### src/jtag_read_defines.vh
// What this block does
// - a debug-requested power-on reset never brings a brownout reset with it
// - a real power-up runs brownout reset first, then power-on reset
// - boot code start is signalled only at the end of a brownout sequence
// - a dedicated scan register holds a brownout request bit
// - setting that bit drops debug control and runs the full brownout startup
// - read address loads onto the address bus only while the cpu clock is low
// - after the cpu clock rises the addressed word appears on the data bus
// - the captured data word is shifted out on tdo in a 16-bit scan
// - with the cpu clock low again the next read address is accepted
// - newest core: clock high, low, high after shift-out restores emulation state; this block keeps no emulation state to restore
`ifndef JTAG_READ_DEFINES_VH
`define JTAG_READ_DEFINES_VH

`define IR_WIDTH 8
`define IR_CAPTURE_VALUE 8'h01
`define IR_RESET_VALUE 8'hFF
`define IR_ADDRESS_LOAD 8'h83
`define IR_DATA_TO_ADDRESS 8'h85
`define IR_CONTROL_WORD_WRITE 8'h13
`define IR_BROWNOUT_REGISTER 8'h3A
`define IR_BYPASS 8'hFF

`define DATA_WIDTH 16
`define SHIFT_WIDTH 20
`define CTRL_RESET_VALUE 16'h0001
`define CTRL_READ_BIT 0
`define CTRL_SUSPEND_BIT 8
`define CTRL_TAKE_CONTROL_BIT 10
`define CTRL_POR_BIT 11
`define BROWNOUT_REQUEST_BIT 0

`define CLK_MHZ 100
`define BOR_TIME_NS 200
`define POR_TIME_NS 100
`define BOR_CYCLES ((`BOR_TIME_NS * `CLK_MHZ + 999) / 1000)
`define POR_CYCLES ((`POR_TIME_NS * `CLK_MHZ + 999) / 1000)

`endif

### src/jtag_memory_read_and_release.v
`timescale 1ns/1ns
`include "jtag_read_defines.vh"
module jtag_memory_read_and_release #(
  parameter ADDR_WIDTH = 20
) (
  input wire clk_in,
  input wire rst_b_in,
  input wire tck_in,
  input wire tms_in,
  input wire tdi_in,
  output wire tdo_out,
  output wire tdo_oe_out,
  input wire debug_driven_cpu_clock_in,
  output wire [ADDR_WIDTH-1:0] internal_memory_address_bus_out,
  output wire mem_read_strobe_out,
  input wire [15:0] internal_memory_data_bus_in,
  input wire mem_read_valid_in,
  output wire read_select_out,
  output wire cpu_suspend_out,
  output wire debug_control_out,
  output wire power_on_reset_out,
  output wire brownout_reset_out,
  output wire boot_start_out
);
  localparam TLR = 4'h0;
  localparam RTI = 4'h1;
  localparam SEL_DR = 4'h2;
  localparam CAP_DR = 4'h3;
  localparam SH_DR = 4'h4;
  localparam EX1_DR = 4'h5;
  localparam PA_DR = 4'h6;
  localparam EX2_DR = 4'h7;
  localparam UP_DR = 4'h8;
  localparam SEL_IR = 4'h9;
  localparam CAP_IR = 4'hA;
  localparam SH_IR = 4'hB;
  localparam EX1_IR = 4'hC;
  localparam PA_IR = 4'hD;
  localparam EX2_IR = 4'hE;
  localparam UP_IR = 4'hF;

  localparam SEQ_IDLE = 2'h0;
  localparam SEQ_BOR = 2'h1;
  localparam SEQ_POR = 2'h2;

  // sequencer phase lengths in clk cycles, cut to the counter width
  localparam integer BOR_CYCLES_INT = `BOR_CYCLES;
  localparam integer POR_CYCLES_INT = `POR_CYCLES;
  localparam [15:0] BOR_COUNT = BOR_CYCLES_INT[15:0];
  localparam [15:0] POR_COUNT = POR_CYCLES_INT[15:0];
  localparam SW = `SHIFT_WIDTH;

  wire [3:0] pins_sync;
  reg [3:0] pins_prev_q;
  wire tck_s;
  wire tms_s;
  wire tdi_s;
  wire cpuclk_s;
  wire tck_rise;
  wire tck_fall;
  wire cpuclk_rise;

  reg [3:0] tap_q;
  reg [3:0] tap_d;
  reg [`IR_WIDTH-1:0] ir_q;
  reg [SW-1:0] sh_q;
  reg [SW-1:0] sh_d;
  reg [4:0] dr_len;
  reg tdo_q;
  reg [15:0] ctrl_q;
  reg [ADDR_WIDTH-1:0] addr_q;
  reg [15:0] data_q;
  reg strobe_q;
  reg [1:0] seq_q;
  reg [15:0] seq_cnt_q;
  reg boot_q;
  wire bor_request;
  // tdo enable, read tracking and sequencer decodes
  reg tdo_oe_q;
  reg read_pending_q;
  wire update_dr;
  wire bor_done;
  wire por_done;

  // pin synchroniser: tck, tms, tdi, cpu clock
  sync_2ff #(
    .WIDTH(4)
  ) pin_sync (
    .clk_in(clk_in),
    .rst_b_in(rst_b_in),
    .async_in({debug_driven_cpu_clock_in, tdi_in, tms_in, tck_in}),
    .sync_out(pins_sync)
  );

  assign tck_s = pins_sync[0];
  assign tms_s = pins_sync[1];
  assign tdi_s = pins_sync[2];
  assign cpuclk_s = pins_sync[3];

  always @(posedge clk_in or negedge rst_b_in)
  begin
    if (!rst_b_in)
      pins_prev_q <= 4'h0;
    else
      pins_prev_q <= pins_sync;
  end

  assign tck_rise = tck_s & ~pins_prev_q[0];
  assign tck_fall = ~tck_s & pins_prev_q[0];
  assign cpuclk_rise = cpuclk_s & ~pins_prev_q[3];

  // tap state machine
  always @*
  begin
    case (tap_q)
      TLR: tap_d = tms_s ? TLR : RTI;
      RTI: tap_d = tms_s ? SEL_DR : RTI;
      SEL_DR: tap_d = tms_s ? SEL_IR : CAP_DR;
      CAP_DR: tap_d = tms_s ? EX1_DR : SH_DR;
      SH_DR: tap_d = tms_s ? EX1_DR : SH_DR;
      EX1_DR: tap_d = tms_s ? UP_DR : PA_DR;
      PA_DR: tap_d = tms_s ? EX2_DR : PA_DR;
      EX2_DR: tap_d = tms_s ? UP_DR : SH_DR;
      UP_DR: tap_d = tms_s ? SEL_DR : RTI;
      SEL_IR: tap_d = tms_s ? TLR : CAP_IR;
      CAP_IR: tap_d = tms_s ? EX1_IR : SH_IR;
      SH_IR: tap_d = tms_s ? EX1_IR : SH_IR;
      EX1_IR: tap_d = tms_s ? UP_IR : PA_IR;
      PA_IR: tap_d = tms_s ? EX2_IR : PA_IR;
      EX2_IR: tap_d = tms_s ? UP_IR : SH_IR;
      UP_IR: tap_d = tms_s ? SEL_DR : RTI;
      default: tap_d = TLR;
    endcase
  end

  // selected data register length
  always @*
  begin
    case (ir_q)
      `IR_ADDRESS_LOAD: dr_len = ADDR_WIDTH[4:0];
      `IR_DATA_TO_ADDRESS: dr_len = 5'd16;
      `IR_CONTROL_WORD_WRITE: dr_len = 5'd16;
      `IR_BROWNOUT_REGISTER: dr_len = 5'd16;
      default: dr_len = 5'd1;
    endcase
  end

  // shift register next value
  always @*
  begin
    sh_d = sh_q;
    case (tap_q)
      CAP_IR: sh_d = {{(SW-`IR_WIDTH){1'b0}}, `IR_CAPTURE_VALUE};
      SH_IR:
      begin
        sh_d = sh_q >> 1;
        sh_d[`IR_WIDTH-1] = tdi_s;
      end
      CAP_DR:
      begin
        case (ir_q)
          `IR_ADDRESS_LOAD: sh_d = {{(SW-ADDR_WIDTH){1'b0}}, addr_q};
          `IR_DATA_TO_ADDRESS: sh_d = {{(SW-16){1'b0}}, data_q};
          `IR_CONTROL_WORD_WRITE: sh_d = {{(SW-16){1'b0}}, ctrl_q};
          `IR_BROWNOUT_REGISTER: sh_d = {SW{1'b0}};
          default: sh_d = {SW{1'b0}};
        endcase
      end
      SH_DR:
      begin
        sh_d = sh_q >> 1;
        sh_d[dr_len-5'd1] = tdi_s;
      end
      default: sh_d = sh_q;
    endcase
  end

  // brownout request acts at the tck rise that leaves update-dr
  assign update_dr = tck_rise && (tap_q == UP_DR);
  assign bor_request = update_dr && (ir_q == `IR_BROWNOUT_REGISTER) && sh_q[`BROWNOUT_REQUEST_BIT];

  // tap, instruction and data registers
  always @(posedge clk_in or negedge rst_b_in)
  begin
    if (!rst_b_in)
    begin
      tap_q <= TLR;
      ir_q <= `IR_RESET_VALUE;
      sh_q <= {SW{1'b0}};
      tdo_q <= 1'b0;
      tdo_oe_q <= 1'b0;
      ctrl_q <= `CTRL_RESET_VALUE;
      addr_q <= {ADDR_WIDTH{1'b0}};
    end
    else
    begin
      // tdo and its enable change on tck fall, so a driven tdo always holds a valid bit
      if (tck_fall)
      begin
        tdo_q <= sh_q[0];
        tdo_oe_q <= (tap_q == SH_DR) || (tap_q == SH_IR);
      end
      if (tck_rise)
      begin
        tap_q <= tap_d;
        sh_q <= sh_d;
        if (tap_q == TLR)
          ir_q <= `IR_RESET_VALUE;
        else if (tap_q == UP_IR)
          ir_q <= sh_q[`IR_WIDTH-1:0];
        if (tap_q == UP_DR && ir_q == `IR_CONTROL_WORD_WRITE)
          ctrl_q <= sh_q[15:0];
        // address only moves while the cpu clock is low
        if (tap_q == UP_DR && ir_q == `IR_ADDRESS_LOAD && !cpuclk_s)
          addr_q <= sh_q[ADDR_WIDTH-1:0];
      end
      if (seq_q != SEQ_IDLE || bor_request)
        ctrl_q <= `CTRL_RESET_VALUE;
    end
  end

  // memory read on cpu clock rise
  always @(posedge clk_in or negedge rst_b_in)
  begin
    if (!rst_b_in)
    begin
      strobe_q <= 1'b0;
      read_pending_q <= 1'b0;
      data_q <= 16'h0000;
    end
    else
    begin
      strobe_q <= cpuclk_rise && ctrl_q[`CTRL_READ_BIT] && ctrl_q[`CTRL_TAKE_CONTROL_BIT];
      // only the word answering our own strobe is kept; a new strobe wins over a late answer
      if (strobe_q)
        read_pending_q <= 1'b1;
      else if (mem_read_valid_in)
        read_pending_q <= 1'b0;
      if (mem_read_valid_in && read_pending_q)
        data_q <= internal_memory_data_bus_in;
    end
  end

  // last count of each sequencer phase
  assign bor_done = (seq_cnt_q == BOR_COUNT - 16'h0001);
  assign por_done = (seq_cnt_q == POR_COUNT - 16'h0001);

  // reset sequencer: brownout, then power-on, then boot start
  always @(posedge clk_in or negedge rst_b_in)
  begin
    if (!rst_b_in)
    begin
      seq_q <= SEQ_BOR;
      seq_cnt_q <= 16'h0000;
      boot_q <= 1'b0;
    end
    else
    begin
      boot_q <= 1'b0;
      case (seq_q)
        SEQ_IDLE:
        begin
          seq_cnt_q <= 16'h0000;
          if (bor_request)
            seq_q <= SEQ_BOR;
        end
        SEQ_BOR:
        begin
          if (bor_done)
          begin
            seq_cnt_q <= 16'h0000;
            seq_q <= SEQ_POR;
          end
          else
            seq_cnt_q <= seq_cnt_q + 16'h0001;
        end
        SEQ_POR:
        begin
          if (por_done)
          begin
            seq_cnt_q <= 16'h0000;
            seq_q <= SEQ_IDLE;
            boot_q <= 1'b1;
          end
          else
            seq_cnt_q <= seq_cnt_q + 16'h0001;
        end
        default: seq_q <= SEQ_IDLE;
      endcase
    end
  end

  assign tdo_out = tdo_q;
  assign tdo_oe_out = tdo_oe_q;
  assign internal_memory_address_bus_out = addr_q;
  assign mem_read_strobe_out = strobe_q;
  assign read_select_out = ctrl_q[`CTRL_READ_BIT];
  assign cpu_suspend_out = ctrl_q[`CTRL_SUSPEND_BIT];
  assign debug_control_out = ctrl_q[`CTRL_TAKE_CONTROL_BIT];
  assign power_on_reset_out = ctrl_q[`CTRL_POR_BIT] || (seq_q == SEQ_POR);
  assign brownout_reset_out = (seq_q == SEQ_BOR);
  assign boot_start_out = boot_q;
endmodule // jtag_memory_read_and_release

### src/sync_2ff.v
`timescale 1ns/1ns
module sync_2ff #(
  parameter WIDTH = 1
) (
  input wire clk_in,
  input wire rst_b_in,
  input wire [WIDTH-1:0] async_in,
  output wire [WIDTH-1:0] sync_out
);
  reg [WIDTH-1:0] meta_q;
  reg [WIDTH-1:0] sync_q;

  always @(posedge clk_in or negedge rst_b_in)
  begin
    if (!rst_b_in)
    begin
      meta_q <= {WIDTH{1'b0}};
      sync_q <= {WIDTH{1'b0}};
    end
    else
    begin
      meta_q <= async_in;
      sync_q <= meta_q;
    end
  end

  assign sync_out = sync_q;
endmodule // sync_2ff

### config.mk
export PLATFORM = sky130hd
export DESIGN_NAME = jtag_memory_read_and_release
export DESIGN_NICKNAME = d
export VERILOG_FILES = /design/src/jtag_memory_read_and_release.v /design/src/sync_2ff.v
export VERILOG_INCLUDE_DIRS = /design/src
export SDC_FILE = /design/constraint.sdc
export NUM_CORES = 1
export LEC_CHECK = 0
export CORE_MARGIN = 3
export CORE_UTILIZATION = 55
export DETAILED_ROUTE_END_ITERATION = 8
export DONT_BUFFER_PORTS = 1
export PLACE_DENSITY = 0.81
export REMOVE_ABC_BUFFERS = 1
export SETUP_SLACK_MARGIN = 0.4
export SLEW_MARGIN = 20
export SYNTH_ARGS = -nofsm -noshare
export SYNTH_HDL_FRONTEND = slang
export SYNTH_HIERARCHICAL = 1
export SYNTH_SLANG_ARGS = --single-unit
### constraint.sdc
create_clock -name clk_in -period 6.5 [get_ports clk_in]
set_clock_uncertainty 0.05 [all_clocks]
set_input_delay 1.3 -clock clk_in [delete_from_list [all_inputs] [get_ports clk_in]]
set_output_delay 1.3 -clock clk_in [all_outputs]
set_load 0.01 [all_outputs]
==> impl_metrics.json <==
{
  "status": "completed",
  "netlist_instances": 506,
  "nNetsFinal": 528,
  "area_growth_pct": 10.4,
  "power_uw": 2050,
  "r2r_end": "internal_memory_address_bus_out[4]",
  "maxCapViolations": 0,
  "layout_common_cells": "107 x dfrtp_1, 63 x nand2_1, 43 x a21oi_1",
  "cp-end-kind": "flip-flop",
  "crit_path_start": "ir_q[0]",
  "hold_start": "pin_sync/meta_q[1]",
  "worst_slew_pin_slew_ps": 1110,
  "ir_drop_v": 0.000202,
  "fin_crit_sh_pct": 53.5,
  "netlist_area_um2": 5590,
  "grt_usage_pct": 23.0,
  "vias": 4038,
  "die_w_um": 107,
  "seq_area_um2": 2940,
  "clock.fmax_mhz": 287,
  "grt_pass1_wl_um": 20600,
  "htreeDepth": 4,
  "postRouteAntennaNets": 0,
  "final_area_um2": 6170,
  "cts-root-buf": "clkbuf_8",
  "initial_utilization_pct": 56.9,
  "cts_made_buffers": 17,
  "clkSlewWorstSetupHoldPaths_ps": 60,
  "use_met2_pct": 36.7,
  "path_buf_inv": 0,
  "cts_tree": "done",
  "yosysSeqAreaShare_pct": 52.6,
  "wl_um": 12400,
  "cts_hold_buf": 0,
  "io_buffers": 0,
  "insertion_delay_ps": 520,
  "critPathRequiredTime_ps": 6840,
  "die-area_um2": 11400,
  "ff2ff_path_depth": 4,
  "cpPeakStageDelay_ps": 870,
  "dp_hpwl_um": 7860,
  "clock_sinks": 117,
  "worstPathArrival_ps": 3820,
  "dpl_cell_area_um2": 5620,
  "final_common_cell": "dfrtp_1",
  "firstDrtPassIters": 5,
  "busiest_layer": "met2",
  "critPathSlowestCell": "nor3_4",
  "worst-path-max-fanout": 20,
  "antenna_found_initial": 0,
  "slew_viol_final": 0,
  "ys_ff_latch": 117,
  "core_area_um2": 9820,
  "cpLargestDelayFamily": "simple AND/OR/NAND/NOR gates",
  "finalHoldViolations": 0,
  "tns_ps": 0,
  "final_layout_size_suffix_gt1_share_pct": 18.4,
  "gp_congestion": 0.854,
  "synth-edff-count": 0,
  "p_per_area_nw_per_um2": 332,
  "yosys_most_used_dff": "dfrtp_1",
  "drtIter0Drc": 300,
  "crit_type": "flip-flop to flip-flop",
  "use_met3_pct": 6.80,
  "fin_hold_ws_ps": 296,
  "p_leak_uw": 0.00271,
  "yosys_warnings": 6,
  "grt_max_degree": 118,
  "multi_input_area_um2": 2460,
  "grt_pass1_vias": 4180,
  "ioPinCount": 52,
  "grt.overflow.total": 0,
  "hold_depth": 0,
  "hold_path.class": "flip-flop to flip-flop",
  "post_cts_resized": 0,
  "num_antenna_cells": 0,
  "fillCellCount": 789,
  "relSlewSlack_pct": 25.9,
  "grt_setup_unrepaired": "no",
  "setup_viol": 0,
  "wl_per_cell_um": 19.3,
  "r2r-start": "ir_q[0]",
  "layout_setup_ws_ps": 3020,
  "yosysUniqueCellTypes": 63,
  "syn_avg_cell_area_um2": 11.0,
  "vias_per_cell": 6.27,
  "path_cells": "or4b_1, nor3_4, nand2_2, mux2_4",
  "reg2reg_slack_ps": 3020,
  "min_period_ps": 3480,
  "grt_util_met1_pct": 29.4,
  "std_cell_rows": 36,
  "die_h_um": 107,
  "clock_tree.buffer_depth": 2,
  "postCtsSetupBuffers": 0,
  "crit_path_start_kind": "flip-flop",
  "pre_cts_ws_ps": 3130,
  "hold_end": "pin_sync/sync_out[1]",
  "async_flop_share_pct": 100,
  "drc": 0
}
sequential cells by signal, indices dropped and copies added (netlist names), 8 cells and up:
signal,count
data_q,16
seq_cnt_q,16
sh_q,20
ir_q,8
internal_memory_address_bus_out,20
ctrl_q,16
per-layer routing:
| layer | routed length [µm] | vias to the layer above |
|---|---|---|
| met1 | 4980 | 2015 |
| met3 | 950 | 29 |
| met5 | 0 | - |
| met2 | 6210 | 169 |
| li1 | - | 1825 |
| met4 | 262 | 0 |
cells in the mapped netlist, types with 4 or more instances:
| master | n | area share (%) |
|---|---|---|
| dfrtp_1 | 107 | 48 |
| nand2_1 | 63 | 4.2 |
| a21oi_1 | 43 | 3.9 |
| nor2_1 | 30 | 2.0 |
| mux2_2 | 21 | 4.2 |
| mux2_4 | 20 | 5.4 |
| a22oi_1 | 16 | 2.2 |
| clkbuf_1 | 15 | 1.0 |
| inv_1 | 13 | 0.87 |
| a221o_1 | 12 | 2.2 |
| o21ai_0 | 11 | 0.99 |
| dfstp_2 | 10 | 4.7 |
| nand3_1 | 10 | 0.90 |
| xnor2_1 | 10 | 1.6 |
| nor2b_1 | 9 | 1.0 |
| o22a_1 | 8 | 1.3 |
| buf_2 | 7 | 0.63 |
| ha_1 | 7 | 1.6 |
| nand4_1 | 7 | 0.78 |
| nor3_1 | 6 | 0.54 |
| or3_1 | 6 | 0.67 |
| a22o_1 | 5 | 0.78 |
| nand2b_1 | 5 | 0.56 |
| a32oi_1 | 4 | 0.63 |
| nor4_1 | 4 | 0.45 |
worst max-delay path by stage:
stage / end / slack [ps] / depth (start not counted)
3_3_place_gp: internal_memory_address_bus_out[12] / 3210 / 4
3_5_place_dp: internal_memory_address_bus_out[9] / 3130 / 4
6_report: internal_memory_address_bus_out[4] / 3020 / 4
4_1_cts: internal_memory_address_bus_out[4] / 3040 / 4
5_1_grt: internal_memory_address_bus_out[4] / 2870 / 4
2_1_floorplan: internal_memory_address_bus_out[0] / 3740 / 4
kinds of logic (layout without fill, tap and decap cells):
kind of cell	count (synthesis)	in the layout	share of synthesized area, %
flip-flops	117	117	52.6
buffers and inverters	41	46	3.45
AO/OA/AOI/OAI	123	123	15.5
multiplexers	42	42	9.79
adder cells (fa/ha/maj)	7	7	1.57
XOR/XNOR	13	13	2.04
AND/OR/NAND/NOR	163	163	15.0
area by class of cell:
class / count / area share (%)
Sequential cell: 117 / 47.7
Inverter: 13 / 0.791
Multi-Input combinational cell: 348 / 39.9
Clock buffer: 18 / 6.94
Tap cell: 133 / 2.70
Timing Repair Buffer: 1 / 0.122
Clock inverter: 14 / 1.91
where the power goes:
part           internal [µW]  switching (µW)  total [µW]
clock network            489             362         851
logic                    128             195         323
registers                782            92.9         875
total                   1400             650        2050
worst register-to-register path, stage by stage, from the launching register on:
cell and delay, ps:
dfstp_2 570, or4b_1 670, nor3_4 870, nand2_2 700, mux2_4 500
metrics by stage:
| step | util (%) | std cells |
|---|---|---|
| CTS | 62.7 | 644 |
| global route | 62.8 | 644 |
| detailed placement | 57.2 | 612 |
| finish | 62.8 | 644 |
| global placement | 57.2 | 612 |
| floorplan | - | 478 |
Power figures use the tool's default switching activity.
